$ cat src/pkg/mad_pkg.sv
// Constants and types shared by the multiplexed address/data port
package mad_pkg;

  // ----------------------------------------------------------------
  // Timing
  // ----------------------------------------------------------------
  localparam int CLK_NS      = 20;
  localparam int E_HALF_NS   = 250;
  localparam int AS_HIGH_NS  = 100;
  // Half bus cycle, longest time rounds down
  localparam int E_HALF_CYC  = (E_HALF_NS / CLK_NS < 1) ? 1
                               : E_HALF_NS / CLK_NS;
  // Strobe high time, least time rounds up
  localparam int AS_HIGH_CYC = (AS_HIGH_NS + CLK_NS - 1) / CLK_NS;

  // ----------------------------------------------------------------
  // Widths
  // ----------------------------------------------------------------
  localparam int ADDR_W = 16;
  localparam int PORT_W = 8;

  // ----------------------------------------------------------------
  // Register offsets
  // ----------------------------------------------------------------
  localparam logic [7:0] OFF_CTRL   = 8'h00;
  localparam logic [7:0] OFF_PORTB  = 8'h04;
  localparam logic [7:0] OFF_PORTC  = 8'h08;
  localparam logic [7:0] OFF_DIRC   = 8'h0c;
  localparam logic [7:0] OFF_LATCH  = 8'h10;
  localparam logic [7:0] OFF_STATUS = 8'h14;
  localparam logic [7:0] OFF_MASK   = 8'h18;
  localparam logic [7:0] OFF_XADDR  = 8'h1c;
  localparam logic [7:0] OFF_XDATA  = 8'h20;
  localparam logic [7:0] OFF_XCMD   = 8'h24;

  // ----------------------------------------------------------------
  // Field positions and reset values
  // ----------------------------------------------------------------
  localparam int CTRL_EXP_BIT  = 0;
  localparam int CTRL_POL_BIT  = 1;
  localparam int CTRL_OUTPUT_STROBE_PIN_BIT = 2;
  localparam int ST_EDGE_BIT   = 0;
  localparam int ST_DONE_BIT   = 1;
  localparam int ST_BUSY_BIT   = 2;
  localparam int XCMD_RD_BIT   = 0;
  localparam logic [2:0] RST_CTRL = 3'h0;
  localparam logic [7:0] RST_BYTE = 8'h00;

  // Expanded bus cycle phases
  typedef enum logic [1:0] {
    CYC_IDLE = 2'b00,
    CYC_ADDR = 2'b01,
    CYC_DATA = 2'b10
  } mad_cyc_state_t;

endpackage : mad_pkg

$ cat src/pkg/mad_cyc_if.sv
// Request and status signals of one expanded bus cycle
`timescale 1ns/100ps
interface mad_cyc_if;
  logic        start;
  logic        rd;
  logic [15:0] addr;
  logic [7:0]  wdata;
  logic [7:0]  rdata;
  logic [7:0]  pin_c;
  logic        busy;
  logic        done;
  logic        e_clk;
  logic        as_hi;
  logic        data_ph;

  modport ctl (output start, rd, addr, wdata, pin_c,
               input rdata, busy, done, e_clk, as_hi, data_ph);
  modport seq (input start, rd, addr, wdata, pin_c,
               output rdata, busy, done, e_clk, as_hi, data_ph);
endinterface : mad_cyc_if

$ cat src/hw/mad_port.sv
// Dual-function port B, port C and strobe pin logic with AHB-Lite regs
//
// The address map and the AHB-Lite slave port were decided locally.
`timescale 1ns/100ps

// What this block does
// - Expanded mode turns 18 pins into bus
// - Single-chip: port B is output only
// - Single-chip: port C bits individually directed
// - Input strobe edge latches port C pins
// - Software selects the active strobe edge
// - Port C static I/O during latching
// - Strobe raises interrupt, level unreadable
// - Output strobe pin is software output
// - Low address byte in first half
// - Data byte bidirectional in second half
// - Address strobe high passes latch address
// - Read/write line high read, low write
// - Bus addresses 64 Kbyte space
// - Strobe pin output expanded, input single-chip
module mad_port (
  // Clock and reset
  input  wire logic        clk,
  input  wire logic        rst_n,
  // AHB-Lite slave
  input  wire logic        hsel,
  input  wire logic [31:0] haddr,
  input  wire logic [1:0]  htrans,
  input  wire logic        hwrite,
  input  wire logic [2:0]  hsize,
  input  wire logic [31:0] hwdata,
  input  wire logic        hready,
  output logic             hreadyout,
  output logic             hresp,
  output logic      [31:0] hrdata,
  // Port B pins, output only
  output logic      [7:0]  output_port_bit,
  // Port C pins, two-way
  input  wire logic [7:0]  bidir_port_bit_in,
  output logic      [7:0]  bidir_port_bit_out,
  output logic      [7:0]  bidir_port_bit_oe,
  // Shared input strobe and address strobe pin
  input  wire logic        input_strobe_pin_in,
  output logic             address_latch_strobe_out,
  output logic             address_latch_strobe_oe,
  // Shared output strobe and read/write pin
  output logic             output_strobe_pin,
  // Bus clock and interrupt
  output logic             e_clk,
  output logic             irq
);

  // ----------------------------------------------------------------
  // Declarations
  // ----------------------------------------------------------------
  logic [2:0]  ctrl_reg;
  logic [7:0]  portb_reg;
  logic [7:0]  portc_reg;
  logic [7:0]  dirc_reg;
  logic [7:0]  latch_reg;
  logic [1:0]  stat_reg, stat_next;
  logic [1:0]  mask_reg;
  logic [15:0] xaddr_reg;
  logic [7:0]  xdata_reg;
  logic        xrd_reg;
  logic        start_reg;
  logic        output_strobe_pin_prev_reg;
  logic        wr_pend_reg;
  logic        rd_pend_reg;
  logic [7:0]  wr_off_reg;
  logic [7:0]  rd_off_reg;
  logic [31:0] hrdata_reg;
  logic [7:0]  pin_b_reg;
  logic [7:0]  pin_c_reg;
  logic [7:0]  pin_c_oe_reg;
  logic        pin_as_reg;
  logic        pin_as_oe_reg;
  logic        pin_output_strobe_pin_reg;
  logic        e_clk_reg;
  logic        irq_reg;
  logic [7:0]  pin_c_sync;
  logic        strobe_sync;

  mad_cyc_if cyc ();

  // Offset match, used by every register decode
  function automatic logic hit(input logic [7:0] off,
                               input logic [7:0] ref_off);
    hit = (off == ref_off);
  endfunction : hit

  // ----------------------------------------------------------------
  // Pin input synchronisers
  // ----------------------------------------------------------------
  mad_sync2 #(
    .W (8)
  ) u_sync_c (
    .clk   (clk),
    .rst_n (rst_n),
    .d     (bidir_port_bit_in),
    .q     (pin_c_sync)
  );

  mad_sync2 #(
    .W (1)
  ) u_sync_output_strobe_pin (
    .clk   (clk),
    .rst_n (rst_n),
    .d     (input_strobe_pin_in),
    .q     (strobe_sync)
  );

  // ----------------------------------------------------------------
  // Expanded bus cycle sequencer
  // ----------------------------------------------------------------
  mad_ecycle u_cycle (
    .clk   (clk),
    .rst_n (rst_n),
    .cyc   (cyc.seq)
  );

  assign cyc.start = start_reg;
  assign cyc.rd    = xrd_reg;
  assign cyc.addr  = xaddr_reg;
  assign cyc.wdata = xdata_reg;
  assign cyc.pin_c = pin_c_sync;

  // ----------------------------------------------------------------
  // Mode and control decode
  // ----------------------------------------------------------------
  wire expanded = ctrl_reg[mad_pkg::CTRL_EXP_BIT];
  wire rise_pol = ctrl_reg[mad_pkg::CTRL_POL_BIT];
  wire output_strobe_pin_gp  = ctrl_reg[mad_pkg::CTRL_OUTPUT_STROBE_PIN_BIT];

  // Strobe edge of the selected polarity, single-chip only
  wire output_strobe_pin_rise  = strobe_sync && !output_strobe_pin_prev_reg;
  wire output_strobe_pin_fall  = !strobe_sync && output_strobe_pin_prev_reg;
  wire output_strobe_pin_edge  = !expanded
                    && (rise_pol ? output_strobe_pin_rise : output_strobe_pin_fall);

  // ----------------------------------------------------------------
  // AHB-Lite address phase and write decode
  // ----------------------------------------------------------------
  wire addr_ph = hsel && htrans[1] && hready;
  wire wr_ctrl = wr_pend_reg && hit(wr_off_reg, mad_pkg::OFF_CTRL);
  wire wr_pb   = wr_pend_reg && hit(wr_off_reg, mad_pkg::OFF_PORTB);
  wire wr_pc   = wr_pend_reg && hit(wr_off_reg, mad_pkg::OFF_PORTC);
  wire wr_dir  = wr_pend_reg && hit(wr_off_reg, mad_pkg::OFF_DIRC);
  wire wr_st   = wr_pend_reg && hit(wr_off_reg, mad_pkg::OFF_STATUS);
  wire wr_mask = wr_pend_reg && hit(wr_off_reg, mad_pkg::OFF_MASK);
  wire wr_xa   = wr_pend_reg && hit(wr_off_reg, mad_pkg::OFF_XADDR);
  wire wr_xd   = wr_pend_reg && hit(wr_off_reg, mad_pkg::OFF_XDATA);
  wire wr_xcmd = wr_pend_reg && hit(wr_off_reg, mad_pkg::OFF_XCMD);

  // Bus cycle starts only when expanded and idle
  wire go_cycle = wr_xcmd && expanded && !cyc.busy && !start_reg;

  // Status: hardware set wins over write-one clear
  wire [1:0] stat_set = {cyc.done, output_strobe_pin_edge};
  wire [1:0] stat_clr = wr_st ? hwdata[1:0] : 2'b00;
  assign stat_next = (stat_reg & ~stat_clr) | stat_set;

  // ----------------------------------------------------------------
  // Read mux
  // ----------------------------------------------------------------
  // Port C reads: output bits give the data reg, inputs the pins
  wire [7:0] portc_rd = (portc_reg & dirc_reg)
                        | (pin_c_sync & ~dirc_reg);
  wire [2:0] stat_rd  = {cyc.busy, stat_reg};

  // Strobe pin level is deliberately absent from every read
  wire [31:0] rd_mux =
      hit(rd_off_reg, mad_pkg::OFF_CTRL)   ? {29'h0, ctrl_reg}  :
      hit(rd_off_reg, mad_pkg::OFF_PORTB)  ? {24'h0, portb_reg} :
      hit(rd_off_reg, mad_pkg::OFF_PORTC)  ? {24'h0, portc_rd}  :
      hit(rd_off_reg, mad_pkg::OFF_DIRC)   ? {24'h0, dirc_reg}  :
      hit(rd_off_reg, mad_pkg::OFF_LATCH)  ? {24'h0, latch_reg} :
      hit(rd_off_reg, mad_pkg::OFF_STATUS) ? {29'h0, stat_rd}   :
      hit(rd_off_reg, mad_pkg::OFF_MASK)   ? {30'h0, mask_reg}  :
      hit(rd_off_reg, mad_pkg::OFF_XADDR)  ? {16'h0, xaddr_reg} :
      hit(rd_off_reg, mad_pkg::OFF_XDATA)  ? {24'h0, xdata_reg} :
      32'h0000_0000;

  // ----------------------------------------------------------------
  // Bus slave pipeline
  // ----------------------------------------------------------------
  // One wait state on reads, none on writes
  always_ff @(posedge clk)
  begin
    if (!rst_n)
    begin
      wr_pend_reg <= 1'b0;
      rd_pend_reg <= 1'b0;
      wr_off_reg  <= 8'h00;
      rd_off_reg  <= 8'h00;
      hrdata_reg  <= 32'h0000_0000;
    end
    else
    begin
      wr_pend_reg <= addr_ph && hwrite;
      rd_pend_reg <= addr_ph && !hwrite;
      if (addr_ph)
      begin
        wr_off_reg <= haddr[7:0];
        rd_off_reg <= haddr[7:0];
      end
      if (rd_pend_reg)
        hrdata_reg <= rd_mux;
    end
  end

  assign hreadyout = !rd_pend_reg;
  assign hresp     = 1'b0;
  assign hrdata    = hrdata_reg;

  // ----------------------------------------------------------------
  // Control and port registers
  // ----------------------------------------------------------------
  always_ff @(posedge clk)
  begin
    if (!rst_n)
    begin
      ctrl_reg  <= mad_pkg::RST_CTRL;
      portb_reg <= mad_pkg::RST_BYTE;
      portc_reg <= mad_pkg::RST_BYTE;
      dirc_reg  <= mad_pkg::RST_BYTE;
      mask_reg  <= 2'b00;
      stat_reg  <= 2'b00;
    end
    else
    begin
      if (wr_ctrl)
        ctrl_reg <= hwdata[2:0];
      if (wr_pb)
        portb_reg <= hwdata[7:0];
      if (wr_pc)
        portc_reg <= hwdata[7:0];
      if (wr_dir)
        dirc_reg <= hwdata[7:0];
      if (wr_mask)
        mask_reg <= hwdata[1:0];
      stat_reg <= stat_next;
    end
  end

  // ----------------------------------------------------------------
  // Strobe edge capture
  // ----------------------------------------------------------------
  always_ff @(posedge clk)
  begin
    if (!rst_n)
    begin
      output_strobe_pin_prev_reg <= 1'b0;
      latch_reg     <= mad_pkg::RST_BYTE;
    end
    else
    begin
      output_strobe_pin_prev_reg <= strobe_sync;
      if (output_strobe_pin_edge)
        latch_reg <= pin_c_sync;
    end
  end

  // ----------------------------------------------------------------
  // Expanded bus request registers
  // ----------------------------------------------------------------
  always_ff @(posedge clk)
  begin
    if (!rst_n)
    begin
      xaddr_reg <= 16'h0000;
      xdata_reg <= mad_pkg::RST_BYTE;
      xrd_reg   <= 1'b1;
      start_reg <= 1'b0;
    end
    else
    begin
      start_reg <= go_cycle;
      if (wr_xa && !cyc.busy)
        xaddr_reg <= hwdata[15:0];
      if (wr_xd && !cyc.busy)
        xdata_reg <= hwdata[7:0];
      else if (cyc.done && xrd_reg)
        xdata_reg <= cyc.rdata;
      if (go_cycle)
        xrd_reg <= hwdata[mad_pkg::XCMD_RD_BIT];
    end
  end

  // ----------------------------------------------------------------
  // Pin output selection
  // ----------------------------------------------------------------
  // Drive the data byte only for write data halves
  wire       c_drv_data = cyc.data_ph && !xrd_reg;
  wire       c_drv_addr = cyc.busy && !cyc.data_ph;
  wire [7:0] c_out_exp  = c_drv_addr ? xaddr_reg[7:0]
                                     : xdata_reg;
  wire [7:0] c_oe_exp   = (c_drv_addr || c_drv_data) ? 8'hff : 8'h00;
  wire [7:0] b_next     = expanded ? xaddr_reg[15:8]
                                   : portb_reg;
  wire [7:0] c_next     = expanded ? c_out_exp : portc_reg;
  wire [7:0] c_oe_next  = expanded ? c_oe_exp : dirc_reg;
  wire       output_strobe_pin_next  = expanded ? xrd_reg
                                   : output_strobe_pin_gp;

  // Registered pin drivers
  always_ff @(posedge clk)
  begin
    if (!rst_n)
    begin
      pin_b_reg     <= mad_pkg::RST_BYTE;
      pin_c_reg     <= mad_pkg::RST_BYTE;
      pin_c_oe_reg  <= 8'h00;
      pin_as_reg    <= 1'b0;
      pin_as_oe_reg <= 1'b0;
      pin_output_strobe_pin_reg  <= 1'b0;
      e_clk_reg     <= 1'b0;
      irq_reg       <= 1'b0;
    end
    else
    begin
      pin_b_reg     <= b_next;
      pin_c_reg     <= c_next;
      pin_c_oe_reg  <= c_oe_next;
      pin_as_reg    <= expanded && cyc.as_hi;
      pin_as_oe_reg <= expanded;
      pin_output_strobe_pin_reg  <= output_strobe_pin_next;
      e_clk_reg     <= expanded && cyc.e_clk;
      irq_reg       <= |(stat_next & mask_reg);
    end
  end

  assign output_port_bit          = pin_b_reg;
  assign bidir_port_bit_out       = pin_c_reg;
  assign bidir_port_bit_oe        = pin_c_oe_reg;
  assign address_latch_strobe_out = pin_as_reg;
  assign address_latch_strobe_oe  = pin_as_oe_reg;
  assign output_strobe_pin        = pin_output_strobe_pin_reg;
  assign e_clk                    = e_clk_reg;
  assign irq                      = irq_reg;

endmodule : mad_port

$ cat src/hw/mad_sync2.sv
// Two flip-flop synchroniser for pin inputs
`timescale 1ns/100ps
module mad_sync2 #(
  parameter int W = 8
) (
  // Clock and reset
  input  wire logic         clk,
  input  wire logic         rst_n,
  // Data
  input  wire logic [W-1:0] d,
  output logic      [W-1:0] q
);

  logic [W-1:0] meta_reg;

  // First stage feeds only the second
  always_ff @(posedge clk)
  begin
    if (!rst_n)
    begin
      meta_reg <= '0;
      q        <= '0;
    end
    else
    begin
      meta_reg <= d;
      q        <= meta_reg;
    end
  end

endmodule : mad_sync2

$ cat src/hw/mad_ecycle.sv
// Sequencer for one expanded multiplexed bus cycle
`timescale 1ns/100ps
module mad_ecycle (
  // Clock and reset
  input  wire logic clk,
  input  wire logic rst_n,
  // Cycle request and status
  mad_cyc_if.seq    cyc
);

  mad_pkg::mad_cyc_state_t state_reg, state_next;
  logic [7:0] cnt_reg, cnt_next;
  logic [7:0] rdata_reg;
  logic       done_reg;

  localparam logic [7:0] HALF_LAST = 8'(mad_pkg::E_HALF_CYC - 1);
  localparam logic [7:0] AS_CNT    = 8'(mad_pkg::AS_HIGH_CYC);

  wire half_end = (cnt_reg == HALF_LAST);

  // Phase sequencing: address half, then data half
  always_comb
  begin
    state_next = state_reg;
    cnt_next   = cnt_reg + 8'h01;
    case (state_reg)
      mad_pkg::CYC_IDLE:
      begin
        cnt_next = 8'h00;
        if (cyc.start)
          state_next = mad_pkg::CYC_ADDR;
      end
      mad_pkg::CYC_ADDR:
        if (half_end)
        begin
          state_next = mad_pkg::CYC_DATA;
          cnt_next   = 8'h00;
        end
      mad_pkg::CYC_DATA:
        if (half_end)
        begin
          state_next = mad_pkg::CYC_IDLE;
          cnt_next   = 8'h00;
        end
      default:
      begin
        state_next = mad_pkg::CYC_IDLE;
        cnt_next   = 8'h00;
      end
    endcase
  end

  wire last_data = (state_reg == mad_pkg::CYC_DATA) && half_end;

  // State, read capture at end of the data half
  always_ff @(posedge clk)
  begin
    if (!rst_n)
    begin
      state_reg <= mad_pkg::CYC_IDLE;
      cnt_reg   <= 8'h00;
      rdata_reg <= mad_pkg::RST_BYTE;
      done_reg  <= 1'b0;
    end
    else
    begin
      state_reg <= state_next;
      cnt_reg   <= cnt_next;
      done_reg  <= last_data;
      if (last_data && cyc.rd)
        rdata_reg <= cyc.pin_c;
    end
  end

  // Status toward the port logic
  assign cyc.busy    = (state_reg != mad_pkg::CYC_IDLE);
  assign cyc.done    = done_reg;
  assign cyc.rdata   = rdata_reg;
  assign cyc.e_clk   = (state_reg == mad_pkg::CYC_DATA);
  assign cyc.data_ph = (state_reg == mad_pkg::CYC_DATA);
  assign cyc.as_hi   = (state_reg == mad_pkg::CYC_ADDR)
                       && (cnt_reg < AS_CNT);

endmodule : mad_ecycle

$ cat config.mk
export PLATFORM = sky130hd
export DESIGN_NAME = mad_port
export DESIGN_NICKNAME = d
export VERILOG_FILES = /design/src/pkg/mad_pkg.sv /design/src/pkg/mad_cyc_if.sv /design/src/hw/mad_port.sv /design/src/hw/mad_sync2.sv /design/src/hw/mad_ecycle.sv
export SDC_FILE = /design/constraint.sdc
export NUM_CORES = 1
export LEC_CHECK = 0
export ABC_AREA = 1
export ABC_CLOCK_PERIOD_IN_PS = 1810
export BUFFER_PORTS_ARGS = -buffer_cell sky130_fd_sc_hd__clkbuf_2
export CORE_MARGIN = 8
export CORE_UTILIZATION = 40
export DETAILED_ROUTE_END_ITERATION = 6
export MAX_ROUTING_LAYER = met4
export PLACE_DENSITY = 0.74
export SYNTH_ARGS = -nofsm -noshare
export SYNTH_HDL_FRONTEND = slang
export SYNTH_SLANG_ARGS = --single-unit
$ cat constraint.sdc
create_clock -name clk -period 1.81 [get_ports clk]
set_input_delay 0.362 -clock clk [delete_from_list [all_inputs] [get_ports clk]]
set_output_delay 0.362 -clock clk [all_outputs]
set_load 0.1 [all_outputs]
==> results.toml, run 1 <==
[setup_path]
worstSetupStartpointType = "flop"
cp-end-kind = "output port"
path_class = "reg -> out"
cp.arrival_ns = 1.32
required_ns = 1.45
rr_worst_depth = 7
crit_fanout = 17

[placed_design]
gp_congestion = 0.889
placed_cells = 1124
io_buffers = 84
hpwlAfterDp_microns = 11600
pre_cts_ws_ns = 0.0762

[routing]
m1WireLength_microns = 7310
route.detailed.drc = 0
vias = 5594
wire_per_inst_microns = 14.1
drtIter0Drc = 411
wl_met3_microns = 1040
dr_wl_met2_microns = 7630
wl_microns = 16300
dr.pass1.iters = 5
ant_nets = 0
top_layer = "met4"
viasPerCell = 4.84

[logic_synthesis]
synth-seq-area-share_pct = 48.2
syn_inst = 838
async_flop_share_pct = 0
synth_area_sq_um = 6560
ys_warn_count = 0
ys_ff_latch = 158
synth_flop_cell = "dfxtp_1"
synth_cell_types = 41
postSynthAreaPerCell_sq_um = 7.83
synth-edff-count = 0

[run]
maxCapViolCount = 0

[die]
io_pins = 146
core-area_sq_um = 16300
die_area_sq_um = 20800
start_util_pct = 40.3
fp.dieW_microns = 144
rows = 47
die_h_microns = 144

[sta]
setup_viol = 0
period_needed_ns = 1.69
min_period_over_period_pct = 93.2
slew_violations = 0
timing.slew.headroom_pct = 52.1
tightest_slew_ns = 0.717
clock_skew_ns = 0.0125
rsz0062_at_grt = "yes"
max_freq_mhz = 593
final_hold_viol_count = 0
fin_ws_ns = 0.124

[power_and_ir_drop]
power.share.combinational_pct = 8.8
p_per_area_nw_per_um2 = 1020
ir_drop_mv = 0.643
p_clk_share_pct = 46.4
p_seq_share_pct = 44.8
p_total_w = 0.00797
p_int_w = 0.00596
switching_share_pct = 25.3
netSwitchingPower_w = 0.00201
p_leak_nw = 3.29

[cts]
tritoncts = "done"
cts.path.max_buffers = 2
cts_made_buffers = 17
hold_buffers = 0
cts.root.buffer_cell = "clkbuf_16"
cts.sinks = 158
cts_htree_levels = 4
clkSlewWorstSetupHoldPaths_ns = 0.06
worstSkewPairLatency_ns = 0.43

[cells_and_area]
regArea_sq_um = 3160
n_antenna_cell = 0
drive_above_1_share_pct = 19.1
multiInputGateArea_sq_um = 2760
n_fill_cell = 1598
fin_cells = 1156
areaGrowthSynthToFinish_pct = 18.9
nets = 1012

[grt]
grtUsageTotal_pct = 16.5
grt_antenna_before_repair = 0
grt_pass1_wl_microns = 25900
gr-total-overflow = 0
grt_pass1_vias = 5178
grt_max_degree = 71

[worst_hold_path]
hold_path_class = "in -> reg"
holdPathStages = 3

[status]
status = "completed"
## timing repair
| action | 4_1_cts | 5_1_grt |
|---|---|---|
| setup endpoints to repair | 0 | 13 |
| buffers inserted | 0 | 0 |
| gates resized for setup | 0 | 2 |
## per-layer routing
metal  vias up  GRT usage, %
li1       2882             -
met1      2495          20.1
met2       188          26.1
met3        29          3.76
met4         0          6.64
met5         -             -
## critical path, stage by stage (launching register included)
cell and delay, ns:
dfxtp_1 0.40, clkinv_1 0.10, buf_4 0.21, buf_12 0.19
## final cells by class
cell class	instances	area share [%]
sequential	158	40.6
multi-input combinational	540	35.4
timing repair buffer	100	7.44
clock buffer	21	5.90
inverter	106	5.13
tap	220	3.53
clock inverter	11	2.01
## stage by stage
step | utilization [%] | instance area, sq um | hold slack, ns | setup TNS, ns
after floorplan | - | 6620 | 0.390 | 0
after global placement | 44.1 | 7180 | 0.396 | 0
after detailed placement | 44.1 | 7180 | 0.396 | 0
after CTS | 47.8 | 7790 | 0.101 | 0
after global routing | 47.9 | 7800 | 0.116 | -0.0297
final | 47.9 | 7800 | 0.117 | 0
## placed cells by master (no fill, tap or decap), types with 5 or more instances in the layout
cell type / n
buf_4: 14
a211oi_1: 6
nor2_4: 10
o21ai_0: 103
o21ai_1: 6
inv_1: 94
conb_1: 17
ha_1: 5
clkbuf_16: 17
nor2_2: 5
o21ai_2: 5
inv_2: 8
nor2_1: 55
clkbuf_2: 82
nand3_1: 31
nand2_1: 131
a21oi_1: 127
dfxtp_1: 158
## power groups by stage
| stage | Sequential [W] | Clock, W | Combinational [W] |
|---|---|---|---|
| finish | 0.00357 | 0.00370 | 0.000704 |
| global route | 0.00357 | 0.00391 | 0.000762 |
| CTS | 0.00357 | 0.00376 | 0.000697 |
| detailed placement | 0.00365 | 0 | 0.000693 |
| global placement | 0.00364 | 0 | 0.000686 |
| floorplan | 0.00368 | 0 | 0.000505 |
## cell usage after synthesis (all sizes together), types with 5 or more instances
| library cell | count | share of area (%) |
|---|---|---|
| dfxtp | 158 | 48 |
| nand2 | 135 | 8.1 |
| a21oi | 131 | 10 |
| o21ai | 114 | 8.9 |
| inv | 103 | 5.9 |
| nor2 | 72 | 5.9 |
| nand3 | 35 | 3.1 |
| buf | 28 | 3.3 |
| clkbuf | 22 | 1.3 |
| a211oi | 8 | 1.1 |
| ha | 6 | 1.1 |
| nor3 | 5 | 0.46 |
## worst paths after layout
| kind | endpoint | startpoint | slack, ns |
|---|---|---|---|
| worst max register to register | cyc.wdata[2] | u_cycle.state_reg[1] | 0.17 |
| worst min register to register | u_sync_c.q[2] | u_sync_c.meta_reg[2] | 0.41 |
| worst min-delay path | u_sync_c.meta_reg[7] | bidir_port_bit_in[7] | 0.12 |
| worst max-delay path | hreadyout | rd_pend_reg | 0.12 |
## logic make-up (layout without fill, tap and decap cells)
logic type,after synthesis,count (layout),share of synthesized area [%]
AO/OA/AOI/OAI,258,258,20.8
AND/OR/NAND/NOR,257,257,18.8
flip-flops,158,158,48.2
buffers and inverters,156,238,10.7
adder cells (fa/ha/maj),6,6,1.14
multiplexers,2,2,0.305
other,1,17,0.0572
No activity file was read; power rests on OpenSTA's default activity.
==> run 2, diff against run 1 <==
--- a/config.mk
+++ b/config.mk
@@ -15,2 +15,3 @@
 export PLACE_DENSITY = 0.74
+export SKIP_CTS_REPAIR_TIMING = 1
 export SYNTH_ARGS = -nofsm -noshare
--- a/constraint.sdc
+++ b/constraint.sdc
@@ -3,2 +3,2 @@
 set_output_delay 0.362 -clock clk [all_outputs]
-set_load 0.1 [all_outputs]
+set_load 0.005 [all_outputs]
==> results.toml, run 2 (same netlist as run 1, synthesis figures left out) <==
[die]
fp.dieW_microns = 144
die_h_microns = 144
core-area_sq_um = 16300
io_pins = 146
die_area_sq_um = 20800
start_util_pct = 40.3
rows = 47

[routing]
vias = 5605
wire_per_inst_microns = 14.4
dr.pass1.iters = 5
route.detailed.drc = 0
ant_nets = 0
wl_microns = 16600
drtIter0Drc = 408
viasPerCell = 4.85

[cells_and_area]
drive_above_1_share_pct = 19.0
utilization_pct = 48.2
nets = 1011
final_cell_area_sq_um = 7850
final_common_cell = "dfxtp_1"
n_antenna_cell = 0
areaGrowthSynthToFinish_pct = 19.6
layout.cells.most_common_list = "158 x dfxtp_1, 131 x nand2_1, 127 x a21oi_1"

[placed_design]
io_buffers = 84
dpl-instance-area_sq_um = 7150
pre_cts_ws_ns = 0.147
gp_congestion = 0.882
hpwlAfterDp_microns = 11600

[cts]
cts_htree_levels = 4
cts.root.buffer_cell = "clkbuf_16"
clkSlewWorstSetupHoldPaths_ns = 0.06
cts_made_buffers = 17
cts.path.max_buffers = 2
worstSkewPairLatency_ns = 0.43
tritoncts = "done"
cts.sinks = 158

[grt]
top_usage_layer = "met2"
grt_pass1_vias = 5414
use_met2_pct = 26.8
use_met3_pct = 4.32
gr-total-overflow = 0
grt_antenna_before_repair = 0
grtUsageTotal_pct = 17.0
grt_max_degree = 101
grt_pass1_wl_microns = 26800
grt_util_met1_pct = 20.4

[setup_path]
cp.arrival_ns = 2.05
crit_top_cell = "inv_1"
cp-end-kind = "flop"
required_ns = 2.17
path_class = "reg -> reg"
crit_fanout = 16
worstSetupStartpointType = "flop"
rr_worst_depth = 7
crit_slowest_cell = "nor4_4"
max_stage_delay_ns = 0.34
crit_chain = "inv_1, ha_1, inv_1, nor4_4, buf_12, o21ai_0, a21oi_1"

[sta]
period_needed_ns = 1.69
setup_viol = 0
timing.slew.headroom_pct = 52.5
clock_skew_ns = 0.00698
rsz0062_at_grt = "yes"
tightest_slew_ns = 0.712
fin_ws_ns = 0.120
max_freq_mhz = 592
final_hold_viol_count = 0
min_period_over_period_pct = 93.4
slew_violations = 0

[power_and_ir_drop]
ir_drop_mv = 0.602
p_per_area_nw_per_um2 = 1040
p_total_w = 0.00819
p_leak_nw = 3.31

[status]
status = "completed"

[run]
maxCapViolCount = 0

[worst_hold_path]
hold_path_class = "in -> reg"
holdPathStages = 3
run 2: cell count changes in the layout (fill, tap and decap cells not counted), sizes merged:
cell	delta
buf	-2
bufinv	+3
inv	-2
run 2: worst max-delay path, delay by kind of cell, from the launching register on:
family / cells / cell delay (ns)
AOI/OAI and AO/OA: 2 / 0.25
buffers and inverters: 3 / 0.43
adders and majority gates: 1 / 0.28
and+or+nand+nor: 1 / 0.34
DFF: 1 / 0.32
run 2: cell type report:
type / instances / area, sq um
clock buffers: 20 / 457
multi-input cells: 540 / 2760
fillers: 1578 / 8440
inverters: 106 / 400
repair buffers: 99 / 558
clock inverters: 12 / 233
well taps: 220 / 275
flip-flops and latches: 158 / 3160
run 2: routing by layer:
| metal | vias to the layer above | wire, microns |
|---|---|---|
| met4 | 0 | 340 |
| li1 | 2875 | - |
| met1 | 2516 | 7250 |
| met3 | 25 | 1260 |
| met2 | 189 | 7760 |
| met5 | - | 0 |
run 2: where the power goes:
group          total [W]  leakage [nW]  switching, W  internal, W
Clock            0.00411         0.329       0.00144      0.00267
Combinational   0.000508          1.71      0.000347     0.000160
Sequential       0.00357          1.28     0.0000360      0.00353
run 2: stage by stage:
step	cells	setup TNS [ns]	hold slack (ns)
floorplan	854	0	0.390
detailed placement	1123	0	0.395
global placement	1123	0	0.395
finish	1155	0	0.118
global route	1155	-0.0136	0.114
CTS	1155	0	0.107
run 2: worst paths after layout:
| kind | end | start | slack, ns |
|---|---|---|---|
| setup / recovery | cyc.wdata[2] | u_cycle.state_reg[1] | 0.12 |
| hold / removal | u_sync_c.meta_reg[7] | bidir_port_bit_in[7] | 0.12 |
| setup reg to reg | cyc.wdata[2] | u_cycle.state_reg[1] | 0.12 |
| hold reg to reg | u_sync_c.q[7] | u_sync_c.meta_reg[7] | 0.41 |
